==> src/inc/itr_pkg.sv <==
// ****************************************************************
// Constants and carriers of the target receiver
// ****************************************************************
package itr_pkg;

    // ************************************************************
    // Register byte offsets
    // ************************************************************
    localparam int APB_AW = 8;
    localparam logic [7:0] REG_FLG_SET = 8'h00;
    localparam logic [7:0] REG_STAT = 8'h04;
    localparam logic [7:0] REG_DATA = 8'h08;
    localparam logic [7:0] REG_OWN_ADR = 8'h0C;
    localparam logic [7:0] REG_IRQ_STS = 8'h10;
    localparam logic [7:0] REG_IRQ_MSK = 8'h14;
    localparam logic [7:0] REG_FLG_CLR = 8'h18;
    localparam logic [7:0] REG_RATE = 8'h1C;

    // ************************************************************
    // Flag register fields
    // ************************************************************
    localparam int FLG_EN = 6;
    localparam int FLG_BEG = 5;
    localparam int FLG_END = 4;
    localparam int FLG_SI = 3;
    localparam int FLG_ACK = 2;
    localparam logic [7:0] FLG_SET_MASK = 8'h74;
    localparam logic [7:0] FLG_CLR_MASK = 8'h7C;
    localparam int ADR_BC = 0;

    // ************************************************************
    // Interrupt status fields
    // ************************************************************
    localparam int IRQ_W = 4;
    localparam int IRQ_OWN = 0;
    localparam int IRQ_BC = 1;
    localparam int IRQ_DATA = 2;
    localparam int IRQ_NACK = 3;

    // ************************************************************
    // Reset values
    // ************************************************************
    localparam logic [7:0] FLG_RST = 8'h00;
    localparam logic [7:0] OWN_ADR_RST = 8'h00;
    localparam logic [7:0] DATA_RST = 8'h00;
    localparam logic [IRQ_W-1:0] IRQ_RST = 4'h0;
    localparam logic [15:0] RATE_RST = 16'h0000;

    // ************************************************************
    // Condition codes
    // ************************************************************
    localparam logic [7:0] ST_OWN_W = 8'h60;
    localparam logic [7:0] ST_AL_OWN_W = 8'h68;
    localparam logic [7:0] ST_BC = 8'h70;
    localparam logic [7:0] ST_AL_BC = 8'h78;
    localparam logic [7:0] ST_OWN_DACK = 8'h80;
    localparam logic [7:0] ST_OWN_DNACK = 8'h88;
    localparam logic [7:0] ST_BC_DACK = 8'h90;
    localparam logic [7:0] ST_BC_DNACK = 8'h98;
    localparam logic [7:0] ST_NONE = 8'hF8;
    localparam logic [7:0] BC_ADDR = 8'h00;

    // ************************************************************
    // Counts
    // ************************************************************
    localparam logic [3:0] BYTE_BITS = 4'h8;
    localparam logic [3:0] CNT_RST = 4'h0;

    // ************************************************************
    // Types
    // ************************************************************
    typedef struct packed {
        logic scl;
        logic sda;
        logic scl_rise;
        logic scl_fall;
        logic start;
        logic stop;
    } itr_bus_ev_t;

    typedef enum logic [2:0] {
        S_IDLE,
        S_ADDR,
        S_AACK,
        S_DATA,
        S_DACK,
        S_HOLD
    } itr_state_t;

endpackage : itr_pkg

==> src/logic/itr_pin_sync.sv <==
`timescale 1ns/1ps
// ****************************************************************
// Bus line synchroniser and condition detector
// ****************************************************************
module itr_pin_sync (
    input wire logic pclk,
    input wire logic presetn,
    input wire logic ce,
    input wire logic scl_i,
    input wire logic sda_i,
    output itr_pkg::itr_bus_ev_t ev
);
    // Stage one feeds stage two only; stage three gives the previous level
    logic [1:0] s1_q;
    logic [1:0] s2_q;
    logic [1:0] s3_q;

    always_ff @(posedge pclk or negedge presetn) begin
        if (!presetn) begin
            s1_q <= 2'h3;
            s2_q <= 2'h3;
            s3_q <= 2'h3;
        end else if (ce) begin
            s1_q <= {scl_i, sda_i};
            s2_q <= s1_q;
            s3_q <= s2_q;
        end
    end

    // Bit 1 is the clock line, bit 0 the data line
    assign ev.scl = s2_q[1];
    assign ev.sda = s2_q[0];
    assign ev.scl_rise = s2_q[1] & ~s3_q[1];
    assign ev.scl_fall = ~s2_q[1] & s3_q[1];
    assign ev.start = s2_q[1] & s3_q[1] & ~s2_q[0] & s3_q[0];
    assign ev.stop = s2_q[1] & s3_q[1] & s2_q[0] & ~s3_q[0];

endmodule : itr_pin_sync

==> src/logic/itr_target_rx.sv <==
// Added by the designer: the APB register port and the register addresses.
`timescale 1ns/1ps
// ****************************************************************
// Target receiver with APB register access
// ****************************************************************
module itr_target_rx #(
    parameter int RATE_W = 16
) (
    input wire logic pclk,
    input wire logic presetn,
    input wire logic ce,
    input wire logic psel,
    input wire logic penable,
    input wire logic pwrite,
    input wire logic [itr_pkg::APB_AW-1:0] paddr,
    input wire logic [31:0] pwdata,
    output logic [31:0] prdata,
    output logic pready,
    output logic pslverr,
    input wire logic scl_i,
    input wire logic sda_i,
    output logic scl_o,
    output logic scl_oe,
    output logic sda_o,
    output logic sda_oe,
    input wire logic arb_lost,
    output logic irq
);

    // Refuse rate widths outside 1 to 16 bits
    if (RATE_W < 1 || RATE_W > 16) begin : g_rate_chk
        $error("RATE_W must lie between 1 and 16");
    end

    // ************************************************************
    // Registers and state
    // ************************************************************
    logic [7:0] flg_q;
    logic [7:0] flg_d;
    logic [7:0] own_adr_q;
    logic [7:0] data_q;
    logic [RATE_W-1:0] rate_q;
    logic [itr_pkg::IRQ_W-1:0] sts_q;
    logic [itr_pkg::IRQ_W-1:0] sts_d;
    logic [itr_pkg::IRQ_W-1:0] msk_q;
    logic [31:0] prdata_q;
    logic pready_q;
    logic pslverr_q;
    logic irq_q;
    logic scl_oe_q;
    logic sda_oe_q;
    logic sda_oe_d;

    itr_pkg::itr_state_t state_q;
    itr_pkg::itr_state_t state_d;
    logic [3:0] cnt_q;
    logic [3:0] cnt_d;
    logic [7:0] shift_q;
    logic [7:0] shift_d;
    logic ack_q;
    logic ack_d;
    logic bc_q;
    logic bc_d;
    logic al_q;
    logic al_d;
    logic [7:0] code_q;
    logic [7:0] code_d;

    logic si_set;
    logic data_ld;
    logic [itr_pkg::IRQ_W-1:0] ev_bits;

    itr_pkg::itr_bus_ev_t ev;

    // ************************************************************
    // Line synchroniser
    // ************************************************************
    itr_pin_sync u_sync (
        .pclk(pclk),
        .presetn(presetn),
        .ce(ce),
        .scl_i(scl_i),
        .sda_i(sda_i),
        .ev(ev)
    );

    // ************************************************************
    // APB decode
    // ************************************************************
    wire sel_flg_set = paddr == itr_pkg::REG_FLG_SET;
    wire sel_stat = paddr == itr_pkg::REG_STAT;
    wire sel_data = paddr == itr_pkg::REG_DATA;
    wire sel_own_adr = paddr == itr_pkg::REG_OWN_ADR;
    wire sel_irq_sts = paddr == itr_pkg::REG_IRQ_STS;
    wire sel_irq_msk = paddr == itr_pkg::REG_IRQ_MSK;
    wire sel_flg_clr = paddr == itr_pkg::REG_FLG_CLR;
    wire sel_rate = paddr == itr_pkg::REG_RATE;
    wire sel_any = sel_flg_set | sel_stat | sel_data | sel_own_adr | sel_irq_sts
        | sel_irq_msk | sel_flg_clr | sel_rate;
    wire setup_ph = psel & ~penable;
    wire wr_en = psel & penable & pwrite & pready_q & sel_any;

    wire en = flg_q[itr_pkg::FLG_EN];
    wire ack_on = flg_q[itr_pkg::FLG_ACK];
    wire si = flg_q[itr_pkg::FLG_SI];

    // Status reads as idle code while no event is pending
    wire [7:0] stat_rd = si ? code_q : itr_pkg::ST_NONE;

    wire [31:0] rd_mux =
        sel_flg_set ? {24'h000000, flg_q} :
        sel_flg_clr ? {24'h000000, flg_q} :
        sel_stat ? {24'h000000, stat_rd} :
        sel_data ? {24'h000000, data_q} :
        sel_own_adr ? {24'h000000, own_adr_q} :
        sel_irq_sts ? {28'h0000000, sts_q} :
        sel_irq_msk ? {28'h0000000, msk_q} :
        sel_rate ? {{(32 - RATE_W){1'b0}}, rate_q} :
        32'h00000000;

    // ************************************************************
    // Flag register: set and clear views
    // ************************************************************
    wire [7:0] flg_set_w = (wr_en & sel_flg_set) ? (pwdata[7:0] & itr_pkg::FLG_SET_MASK)
        : 8'h00;
    wire [7:0] flg_clr_w = (wr_en & sel_flg_clr) ? (pwdata[7:0] & itr_pkg::FLG_CLR_MASK)
        : 8'h00;

    always_comb begin
        flg_d = (flg_q | flg_set_w) & ~flg_clr_w;
        // Hardware setting of the pending flag wins over a clear
        flg_d[itr_pkg::FLG_SI] = si_set | (si & ~flg_clr_w[itr_pkg::FLG_SI]);
    end

    wire [itr_pkg::IRQ_W-1:0] sts_w1c = (wr_en & sel_irq_sts) ?
        pwdata[itr_pkg::IRQ_W-1:0] : 4'h0;

    assign sts_d = ev_bits | (sts_q & ~sts_w1c);

    // ************************************************************
    // Address recognition
    // ************************************************************
    wire own_hit = (shift_q[7:1] == own_adr_q[7:1]) & ~shift_q[0];
    wire bc_hit = (shift_q == itr_pkg::BC_ADDR) & own_adr_q[itr_pkg::ADR_BC];
    wire byte_end = ev.scl_fall & (cnt_q == itr_pkg::BYTE_BITS);

    // ************************************************************
    // Receive sequencer
    // ************************************************************
    always_comb begin
        state_d = state_q;
        cnt_d = cnt_q;
        shift_d = shift_q;
        ack_d = ack_q;
        bc_d = bc_q;
        al_d = al_q;
        code_d = code_q;
        sda_oe_d = sda_oe_q;
        si_set = 1'b0;
        data_ld = 1'b0;
        ev_bits = 4'h0;
        if (!en) begin
            // Disabled: back to idle with lines released
            state_d = itr_pkg::S_IDLE;
            sda_oe_d = 1'b0;
        end else if (ev.start) begin
            // A begin condition always restarts address reception
            state_d = itr_pkg::S_ADDR;
            cnt_d = itr_pkg::CNT_RST;
            al_d = arb_lost;
            sda_oe_d = 1'b0;
        end else if (ev.stop) begin
            state_d = itr_pkg::S_IDLE;
            sda_oe_d = 1'b0;
        end else begin
            unique case (state_q)
                itr_pkg::S_IDLE: begin
                    sda_oe_d = 1'b0;
                end
                itr_pkg::S_ADDR, itr_pkg::S_DATA: begin
                    if (state_q == itr_pkg::S_ADDR && arb_lost) begin
                        al_d = 1'b1;
                    end
                    // Bit timing follows the master's clock edges only
                    if (ev.scl_rise && cnt_q < itr_pkg::BYTE_BITS) begin
                        shift_d = {shift_q[6:0], ev.sda};
                        cnt_d = cnt_q + 4'h1;
                    end
                    if (byte_end && state_q == itr_pkg::S_ADDR) begin
                        if (ack_on && own_hit) begin
                            bc_d = 1'b0;
                            ack_d = 1'b1;
                            sda_oe_d = 1'b1;
                            state_d = itr_pkg::S_AACK;
                        end else if (ack_on && bc_hit) begin
                            bc_d = 1'b1;
                            ack_d = 1'b1;
                            sda_oe_d = 1'b1;
                            state_d = itr_pkg::S_AACK;
                        end else begin
                            // Not for us or acknowledge off: keep watching
                            state_d = itr_pkg::S_IDLE;
                        end
                    end else if (byte_end) begin
                        ack_d = ack_on;
                        sda_oe_d = ack_on;
                        state_d = itr_pkg::S_DACK;
                    end
                end
                itr_pkg::S_AACK: begin
                    if (ev.scl_fall) begin
                        sda_oe_d = 1'b0;
                        si_set = 1'b1;
                        data_ld = 1'b1;
                        state_d = itr_pkg::S_HOLD;
                        if (bc_q) begin
                            code_d = al_q ? itr_pkg::ST_AL_BC : itr_pkg::ST_BC;
                            ev_bits[itr_pkg::IRQ_BC] = 1'b1;
                        end else begin
                            code_d = al_q ? itr_pkg::ST_AL_OWN_W : itr_pkg::ST_OWN_W;
                            ev_bits[itr_pkg::IRQ_OWN] = 1'b1;
                        end
                    end
                end
                itr_pkg::S_DACK: begin
                    if (ev.scl_fall) begin
                        sda_oe_d = 1'b0;
                        si_set = 1'b1;
                        data_ld = 1'b1;
                        state_d = itr_pkg::S_HOLD;
                        ev_bits[itr_pkg::IRQ_DATA] = 1'b1;
                        ev_bits[itr_pkg::IRQ_NACK] = ~ack_q;
                        if (ack_q) begin
                            code_d = bc_q ? itr_pkg::ST_BC_DACK : itr_pkg::ST_OWN_DACK;
                        end else begin
                            code_d = bc_q ? itr_pkg::ST_BC_DNACK : itr_pkg::ST_OWN_DNACK;
                        end
                    end
                end
                itr_pkg::S_HOLD: begin
                    // Continue only once software has cleared the flag
                    if (!si && !si_set) begin
                        cnt_d = itr_pkg::CNT_RST;
                        state_d = ack_q ? itr_pkg::S_DATA : itr_pkg::S_IDLE;
                    end
                end
                default: begin
                    state_d = itr_pkg::S_IDLE;
                end
            endcase
        end
    end

    // ************************************************************
    // Register storage
    // ************************************************************
    always_ff @(posedge pclk or negedge presetn) begin
        if (!presetn) begin
            flg_q <= itr_pkg::FLG_RST;
            own_adr_q <= itr_pkg::OWN_ADR_RST;
            rate_q <= RATE_W'(itr_pkg::RATE_RST);
            msk_q <= itr_pkg::IRQ_RST;
            sts_q <= itr_pkg::IRQ_RST;
        end else if (ce) begin
            flg_q <= flg_d;
            sts_q <= sts_d;
            if (wr_en && sel_own_adr) begin
                own_adr_q <= pwdata[7:0];
            end
            if (wr_en && sel_rate) begin
                rate_q <= pwdata[RATE_W-1:0];
            end
            if (wr_en && sel_irq_msk) begin
                msk_q <= pwdata[itr_pkg::IRQ_W-1:0];
            end
        end
    end

    // Received byte wins over a software write in the same cycle
    always_ff @(posedge pclk or negedge presetn) begin
        if (!presetn) begin
            data_q <= itr_pkg::DATA_RST;
        end else if (ce) begin
            if (data_ld) begin
                data_q <= shift_q;
            end else if (wr_en && sel_data) begin
                data_q <= pwdata[7:0];
            end
        end
    end

    // ************************************************************
    // APB answer
    // ************************************************************
    always_ff @(posedge pclk or negedge presetn) begin
        if (!presetn) begin
            pready_q <= 1'b0;
            pslverr_q <= 1'b0;
            prdata_q <= 32'h00000000;
        end else if (ce) begin
            pready_q <= setup_ph;
            pslverr_q <= setup_ph & ~sel_any;
            if (setup_ph) begin
                prdata_q <= pwrite ? 32'h00000000 : rd_mux;
            end
        end
    end

    // ************************************************************
    // Sequencer state and line drivers
    // ************************************************************
    always_ff @(posedge pclk or negedge presetn) begin
        if (!presetn) begin
            state_q <= itr_pkg::S_IDLE;
            cnt_q <= itr_pkg::CNT_RST;
            shift_q <= 8'h00;
            ack_q <= 1'b0;
            bc_q <= 1'b0;
            al_q <= 1'b0;
            code_q <= itr_pkg::ST_NONE;
            sda_oe_q <= 1'b0;
            scl_oe_q <= 1'b0;
            irq_q <= 1'b0;
        end else if (ce) begin
            state_q <= state_d;
            cnt_q <= cnt_d;
            shift_q <= shift_d;
            ack_q <= ack_d;
            bc_q <= bc_d;
            al_q <= al_d;
            code_q <= code_d;
            sda_oe_q <= sda_oe_d;
            scl_oe_q <= state_d == itr_pkg::S_HOLD;
            irq_q <= |(sts_d & msk_q);
        end
    end

    assign prdata = prdata_q;
    assign pready = pready_q;
    assign pslverr = pslverr_q;
    assign irq = irq_q;
    assign scl_oe = scl_oe_q;
    assign sda_oe = sda_oe_q;
    // Open-drain lines only ever pull low
    assign scl_o = 1'b0;
    assign sda_o = 1'b0;

endmodule : itr_target_rx

==> config.mk <==
export PLATFORM = sky130hd
export DESIGN_NAME = itr_target_rx
export DESIGN_NICKNAME = d
export VERILOG_FILES = /design/src/inc/itr_pkg.sv /design/src/logic/itr_pin_sync.sv /design/src/logic/itr_target_rx.sv
export SDC_FILE = /design/constraint.sdc
export NUM_CORES = 1
export LEC_CHECK = 0
export CORE_UTILIZATION = 57
export CTS_CLUSTER_DIAMETER = 40
export CTS_CLUSTER_SIZE = 24
export DETAILED_ROUTE_END_ITERATION = 10
export DONT_BUFFER_PORTS = 1
export PLACE_DENSITY = 0.75
export SLEW_MARGIN = 10
export SYNTH_ARGS = -nofsm -noshare
export SYNTH_HDL_FRONTEND = slang
export SYNTH_SLANG_ARGS = --single-unit
==> constraint.sdc <==
create_clock -name pclk -period 1.8 [get_ports pclk]
set_input_delay 0.18 -clock pclk [delete_from_list [all_inputs] [get_ports pclk]]
set_output_delay 0.18 -clock pclk [all_outputs]
set_load 0.1 [all_outputs]
# Word-level counts from Yosys, hierarchy flattened
# Cells that the tools add are included.
# op_classes
addsub	1
n_reduce_logical	34
n_mux	68
order_cmp	1
eq_ne	25
n_bitwise	46
# ops
op	n
16-bit 2-to-1 mux	9
4-bit 2-to-1 mux	10
8-bit 2-to-1 mux	5
8-bit by 5-bit == test with 1-bit output, second input constant	4
3-bit 2-to-1 mux	7
7-bit AND reduction	3
1-bit bitwise AND	20
1-bit 2-to-1 mux	20
5-bit 2-to-1 mux	4
8-bit by 4-bit == test with 1-bit output, second input constant	2
8-bit logical NOT	2
8-bit case mux with 2 select lines	1
2-bit 2-to-1 mux	7
7-bit 2-to-1 mux	2
3-bit case mux with 4 select lines	1
6-bit AND reduction	2
2-bit nonzero test	6
1-bit inverter	11
2-bit AND reduction	5
5-bit AND reduction	2
3-bit == test, second input constant	3
1-bit logical AND	9
4-bit bitwise AND	2
8-bit bitwise AND	1
other kinds (26)	37
# totals
output_inout_bits	39
inputBits	49
elab_cells	197
ff_bits	117

# Logic depth before layout (Yosys ltp)
# Gate-level depths: netlist of run 1.
# logic_depth
depth_word	16
depth_mapped	7
depth_no_buf	7

# Hierarchy
# From an unflattened synthesis of run 1, not the netlist that was laid out.
# hier_totals
cells_unflattened	467
hier_area_um2	4918.5
# modules_own_cells
mod	cells_per_inst	area_each_um2	seq_area_each_um2	n_inst
itr_target_rx	450	4626.9	2207.1	1
itr_pin_sync	17	291.5	157.7	1

# Worst setup path before layout of run 1
# OpenSTA, ideal clock, no wires.
# synth_path
kind	register to register
from	reg pready_q (netlist: pready)
to	reg rate_q[10]
path_stages_with_launch	6
arrival_time_ns	2.355
t_required_ns	1.675
synth_period_minus_slack_ns	2.480
slack_ns	-0.680
path_buffers	1
setup_time_ns	0.125
path_cell_list	dfrtp_1 > and4_1 > nand4_4 > nor3_4 > buf_4 > mux2_2
# synth_via
elab_chain_cells	4
# synth_lines
item	line	rtl
start: declaration	itr_target_rx.sv:47	logic pready_q;
start signal: assignment	itr_target_rx.sv:301	pready_q <= setup_ph;
1-bit bitwise AND (2 in series)	itr_target_rx.sv:101	wire wr_en = psel & penable & pwrite & pready_q & sel_any;
1-bit logical AND	itr_target_rx.sv:270	if (wr_en && sel_rate) begin
2-bit AND reduction (no line)	-	
end signal: assignment	itr_target_rx.sv:261	rate_q <= RATE_W'(itr_pkg::RATE_RST);
end signal: assignment	itr_target_rx.sv:271	rate_q <= pwdata[RATE_W-1:0];
end: declaration	itr_target_rx.sv:42	logic [RATE_W-1:0] rate_q;
# No other way between the ends.
# A chain may end at the register's enable or synchronous reset.

# Worst setup path after layout of run 1
# layout_path
from	reg cnt_q[1]
to	reg ack_q
# layout_via
elab_chain_cells	5
elab_cells_between_ends	7
classes_between	2 x eq/ne; 1 x mux; 1 x bitwise; 3 x reduce/logical
# layout_lines
item	line	rtl
start: declaration	itr_target_rx.sv:56	logic [3:0] cnt_q;
start signal: assignment	itr_target_rx.sv:315	cnt_q <= itr_pkg::CNT_RST;
start signal: assignment	itr_target_rx.sv:326	cnt_q <= cnt_d;
4-bit == test *	itr_target_rx.sv:145	wire byte_end = ev.scl_fall & (cnt_q == itr_pkg::BYTE_BITS);
1-bit bitwise AND *	itr_target_rx.sv:145	
1-bit logical AND	itr_target_rx.sv:189	if (byte_end && state_q == itr_pkg::S_ADDR) begin
3-bit by 1-bit != test with 1-bit output (no line) or 2-bit nonzero test (tied branches)	-	
7-bit AND reduction (no line)	-	
end signal: assignment	itr_target_rx.sv:328	ack_q <= ack_d;
end: declaration	itr_target_rx.sv:60	logic ack_q;
# Every way passes the cells marked *; elsewhere a longest branch is shown, timed or not.

==> results.json, run 1 <==
{
  "synth_seq_cells": 94,
  "cp_data_required_time_ns": 2.05,
  "cts_tree": "done",
  "setup_viol": 0,
  "ys_warn_count": 0,
  "clock-root-buffer": "clkbuf_8",
  "holdBufCountCts": 20,
  "core-area_mm2": 0.008299,
  "numCtsBuffers": 9,
  "wl_per_cell_um": 20.59,
  "ys.flop_type": "dfrtp_1",
  "final_nets": 580,
  "violations": "negative hold slack",
  "async_flop_share_pct": 100.0,
  "dieHeight_um": 95.26,
  "clkSlewWorstSetupHoldPaths_ns": 0.09,
  "grt_use_total_pct": 30.15,
  "cts_max_level": 3,
  "period_minus_slack_ns": 1.739,
  "cp_max_fo": 3,
  "num_io_pins": 88,
  "antennaDiodeCount": 0,
  "skew_ns": 0.008181,
  "status": "finished with violations",
  "slowest_stage": "dfrtp_1",
  "die-area_mm2": 0.009074,
  "worstSetupStartpoint": "cnt_q[1]",
  "vias": 3921,
  "wirelength_um": 13160,
  "io_buffer_count": 0,
  "yosysTopAreaCellShare_pct": 42.40,
  "reg2reg_depth": 8,
  "arrival_ns": 1.99,
  "rrSetupSlack_ns": 0.06,
  "r2r-end": "ack_q",
  "hpwl_um": 8888,
  "worst-setup-path-type": "register to register",
  "ant_nets": 0,
  "final_common_cell": "dfrtp_1",
  "syn_to_final_growth_pct": 21.61,
  "fin_hold_ws_ns": -0.4907,
  "gp_congestion": 0.9319,
  "cp-start-kind": "register",
  "num_rows": 33,
  "critical-path-max-stage-delay_ns": 0.41,
  "finalCritPeriodShare_pct": 96.60,
  "final_cell_mix": "dfrtp_1 (83), buf_4 (63), mux2_2 (52), nand2_1 (26)",
  "drive_gt1_share_pct": 33.15,
  "grt_pass1_vias": 3803,
  "relSlewSlack_pct": 58.72,
  "cts.sinks": 94,
  "endpoint_kind": "register",
  "clk_path_buf_depth": 2,
  "synth-edff-count": 0,
  "p_leak_nw": 2.805,
  "start_util_pct": 59.73,
  "cp_cell_sequence": "inv_1, ha_1, nand3b_1, or2_4, buf_4, nor3_2, nor3b_2, a21oi_1",
  "p_per_area_mw_per_mm2": 726.9,
  "netlist_instances": 450,
  "antenna_found_initial": 0,
  "fmax_mhz": 575.1,
  "synth_cell_types": 66,
  "worstSkewPairLatency_ns": 0.36,
  "synthTopCellsByArea": "dfrtp_1 (42%), mux2_2 (14%), dfstp_2 (5.3%)",
  "utilization_pct": 72.64,
  "postSynthAreaPerCell_um2": 11.02,
  "grt.overflow.total": 0,
  "holdCritPathClass": "primary input to async pin",
  "die_w_um": 95.26,
  "synth-seq-area-share_pct": 47.70,
  "tightest_slew_ns": 0.6171,
  "ir_drop_v": 0.0004277,
  "slew_viol_final": 0,
  "route.detailed.drc": 0,
  "r2r_start": "cnt_q[1]",
  "finalHoldViolCount": 94,
  "setup_tns_ns": 0,
  "netlist_area_mm2": 0.004957,
  "maxCapViolCount": 0,
  "routed_via_density": 6.136,
  "grt_max_degree": 95,
  "dr.pass1.iters": 5,
  "grt_pass1_wl_um": 20210,
  "first_iter_violations": 284,
  "synth_top_area_cell": "dfrtp_1"
}
## layout make-up
cell class	instances	area, µm²
flip-flops and latches	94	2369
clock buffers	11	141.4
well taps	105	131.4
inverters	14	52.55
multi-input cells	325	2515
repair buffers	85	713.2
fillers	601	2271
clock inverters	5	106.4
## metal layers
| layer | vias to the layer above | share of wire, % | global-route usage, % |
|---|---|---|---|
| met5 | - | 0 | 0 |
| met4 | 0 | 1.7 | 11.11 |
| met3 | 21 | 5.9 | 5.662 |
| met2 | 148 | 47 | 45.30 |
| met1 | 1963 | 45 | 43.28 |
| li1 | 1789 | - | - |
## worst max-delay path, delay by kind of cell (launching register included)
family | cells | cell delay (ns)
compound gates | 1 | 0.06
fa+ha+maj | 1 | 0.14
simple gates | 4 | 0.81
flops | 1 | 0.41
buf+inv | 2 | 0.22
## worst max-delay path by stage
stage / end / slack (ns)
after global placement: data_q[4] / -0.02
after floorplan: rate_q[10] / -0.20
final: ack_q / 0.06
after CTS: bc_q / -0.009
after detailed placement: data_q[5] / -0.08
after global routing: irq / -0.04
## where the power goes
group	total [mW]	internal (mW)	switching [mW]
registers	2.18	2.15	0.0288
logic	0.486	0.145	0.342
clock network	1.71	0.964	0.749
## Yosys cell counts (all sizes together) (10+ instances only)
cell type	count
inv	14
a22o	10
nor2	23
dfstp	10
nand3	10
mux2i	10
dfrtp	84
nor4	11
nand2	28
clkbuf	10
a21oi	22
mux2	61
nor3	11
buf	24
o21ai	22
## through the flow
step	setup slack (ns)	cell area (µm²)	hold WS (ns)	total power, mW	std cells
2_1_floorplan	-0.1996	5064	-0.1156	2.603	467
3_3_place_gp	-0.02383	5488	-0.1128	2.631	601
3_5_place_dp	-0.08031	5488	-0.1131	2.638	601
4_1_cts	-0.009141	5948	-0.5001	4.374	637
5_1_grt	-0.03571	6028	-0.5142	4.514	639
6_report	0.06127	6028	-0.4907	4.382	639
## cells by family (layout without fill, tap and decap cells)
family | count (synthesis) | after routing | share of synthesized area (%)
buf+inv | 48 | 115 | 5.124
mux | 72 | 72 | 16.33
simple gates | 116 | 116 | 13.50
fa+ha+maj | 2 | 2 | 0.5047
xor+xnor | 8 | 8 | 1.413
compound gates | 109 | 109 | 15.35
other cells | 1 | 18 | 0.07565
flops | 94 | 94 | 47.70
## registers in the layout, indices dropped and copies added, names as in the netlist
signal / cells
ack_q: 1
al_q: 1
bc_q: 1
cnt_q: 4
code_q: 4
data_q: 8
flg_q: 5
irq: 1
msk_q: 4
own_adr_q: 8
prdata: 16
pready: 1
pslverr: 1
rate_q: 16
scl_oe: 1
sda_oe: 1
shift_q: 8
state_q: 3
sts_q: 4
u_sync.s1_q: 2
u_sync.s2_q: 2
u_sync.s3_q: 2
## repair_timing
| action | CTS | global route |
|---|---|---|
| buffers inserted | 0 | 2 |
| hold endpoints to repair | 139 | 94 |
| setup endpoints to repair | 9 | 15 |
| resized for setup | 3 | 11 |
| pin swaps | 0 | 3 |
Power figures use the tool's default switching activity.
==> run 2: changes to the inputs <==
--- a/config.mk
+++ b/config.mk
@@ -5,13 +5,14 @@
 export SDC_FILE = /design/constraint.sdc
 export NUM_CORES = 1
 export LEC_CHECK = 0
+export CORE_MARGIN = 4
 export CORE_UTILIZATION = 57
 export CTS_CLUSTER_DIAMETER = 40
 export CTS_CLUSTER_SIZE = 24
 export DETAILED_ROUTE_END_ITERATION = 10
 export DONT_BUFFER_PORTS = 1
 export PLACE_DENSITY = 0.75
-export SLEW_MARGIN = 10
+export SLEW_MARGIN = 20
 export SYNTH_ARGS = -nofsm -noshare
 export SYNTH_HDL_FRONTEND = slang
 export SYNTH_SLANG_ARGS = --single-unit
==> run 2 against run 1 <==
The run ends with negative hold slack, negative setup slack left. Register-to-register slack got worse by 0.08 ns. Utilization decreased by 1.6 points. Clock skew grew 0.0014 ns. Combinational power decreased by 1%. Via count shrank 0.18%. Die area increased by 13%. Routed wire length fell by 2.6%. Sequential share of layout area rose by 0.71 points. First-iteration DRC count increased by 42%. Critical path depth unchanged. Critical path type unchanged.
==> results.json, run 2 (same netlist as run 1, synthesis figures left out) <==
{
  "status": "finished with violations",
  "violations": "negative hold slack, negative setup slack",
  "drive_gt1_share_pct": 33.58,
  "crit_family": "simple AND/OR/NAND/NOR gates",
  "start_util_pct": 59.44,
  "grt_pass1_vias": 3761,
  "worstSkewPairLatency_ns": 0.36,
  "clock-root-buffer": "clkbuf_8",
  "clkPwrFrac_pct": 33.0,
  "final_cell_mix": "dfrtp_1 (83), buf_4 (59), mux2_2 (53), nand2_1 (26)",
  "vias": 3914,
  "fin_hold_ws_ns": -0.4958,
  "slew_viol_final": 0,
  "sequentialPowerShare_pct": 54.9,
  "p_leak_nw": 2.709,
  "setup_ws_ns": -0.02194,
  "wirelength_um": 12810,
  "switching_share_pct": 28.48,
  "place_ws_ns": -0.04926,
  "multiInputGateArea_mm2": 0.002502,
  "die_w_um": 101.3,
  "cts_max_level": 3,
  "rsz0062_at_grt": "yes",
  "die-area_mm2": 0.01025,
  "tightest_slew_ns": 0.6485,
  "grt_max_degree": 95,
  "period_minus_slack_ns": 1.822,
  "gp_congestion": 0.9431,
  "ant_nets": 0,
  "arrival_ns": 2.07,
  "setup_viol": 1,
  "fmax_mhz": 548.9,
  "final_nets": 576,
  "dieHeight_um": 101.3,
  "hpwl_um": 8826,
  "cts_tree": "done",
  "num_rows": 33,
  "place_inst": 599,
  "p_int_mw": 2.843,
  "io_buffer_count": 0,
  "cts.sinks": 94,
  "p_sw_mw": 1.132,
  "clkSlewWorstSetupHoldPaths_ns": 0.09,
  "grt_pass1_wl_um": 19890,
  "nFillCells": 607,
  "route.detailed.drc": 0,
  "cp_max_fo": 3,
  "wl_per_cell_um": 20.17,
  "cp_cell_sequence": "inv_1, ha_1, nand3b_1, or2_4, buf_4, nor3_2, nor3b_2, a21oi_1",
  "maxCapViolCount": 0,
  "comb_power_share_pct": 12.1,
  "path_buf_inv": 2,
  "first_iter_violations": 402,
  "p_per_area_mw_per_mm2": 671.2,
  "fin_cells": 635,
  "routed_via_density": 6.164,
  "core-area_mm2": 0.008341,
  "grt_use_total_pct": 25.24,
  "grt.overflow.total": 0,
  "seq_area_mm2": 0.002369,
  "worst-setup-path-type": "register to register",
  "antenna_found_initial": 0,
  "syn_to_final_growth_pct": 19.46,
  "finalCritPeriodShare_pct": 101.2,
  "ir_drop_v": 0.0004372,
  "numCtsBuffers": 9,
  "holdCritPathClass": "primary input to async pin",
  "num_io_pins": 88,
  "antennaDiodeCount": 0,
  "dr.pass1.iters": 6,
  "postCtsSetupBuffers": 0,
  "finalHoldViolCount": 94,
  "cp_data_required_time_ns": 2.05,
  "holdBufCountCts": 20,
  "slowest_stage": "dfrtp_1",
  "relSlewSlack_pct": 56.63,
  "cp-start-kind": "register",
  "clk_path_buf_depth": 2,
  "endpoint_kind": "register",
  "critical-path-max-stage-delay_ns": 0.41,
  "skew_ns": 0.009614,
  "final_common_cell": "dfrtp_1"
}
[run 2: path summary, 6_finish.rpt]
| check | from | end | slack [ns] | depth (start not counted) |
|---|---|---|---|---|
| min in group pclk | pwdata[6] | flg_q[6] | 0.01 | 2 |
| hold / removal | presetn | irq | -0.50 | 0 |
| setup / recovery | cnt_q[1] | ack_q | -0.02 | 8 |
| setup reg to reg | cnt_q[1] | ack_q | -0.02 | 8 |
| hold reg to reg | rate_q[10] | prdata[10] | 0.49 | 1 |
| max in group asynchronous | presetn | u_sync.s2_q[1] | 2.06 | 0 |
[run 2: layout make-up]
class	instances	share of cell area, %
sequential	94	40.00
timing repair buffer	81	11.54
tap	105	2.218
clock buffer	10	2.324
multi-input combinational	325	42.26
clock inverter	6	0.7817
inverter	14	0.8874
[run 2: power groups by stage]
| stage | clock network [mW] | logic [mW] | registers, mW |
|---|---|---|---|
| 5_1_grt | 1.44 | 0.503 | 2.19 |
| 6_report | 1.31 | 0.480 | 2.18 |
| 3_3_place_gp | 0 | 0.410 | 2.22 |
| 2_1_floorplan | 0 | 0.347 | 2.26 |
| 3_5_place_dp | 0 | 0.414 | 2.22 |
| 4_1_cts | 1.34 | 0.467 | 2.18 |
[run 2: what timing repair did]
action,CTS,global route
cloned,0,0
setup endpoints to repair,10,18
hold endpoints to repair,140,94
pin swaps,0,3
resized for setup,3,14
[run 2: per-stage QoR]
stage | area, µm² | TNS [ns] | power (mW) | util (%)
detailed placement | 5473 | -0.3533 | 2.635 | 65.62
global placement | 5473 | 0 | 2.629 | 65.62
global route | 5922 | -0.3704 | 4.129 | 71.00
floorplan | 5064 | -3.765 | 2.603 | -
finish | 5922 | -0.02194 | 3.975 | 71.00
CTS | 5869 | 0 | 3.986 | 70.37
[run 2: routing by layer]
metal	global-route usage, %	up-vias	share of wire, %	routed length (µm)
met4	7.669	0	1.9	240
li1	-	1775	-	-
met1	35.85	1923	44	5588
met5	0	-	0	0
met2	39.08	198	46	5914
met3	5.372	18	8.3	1067
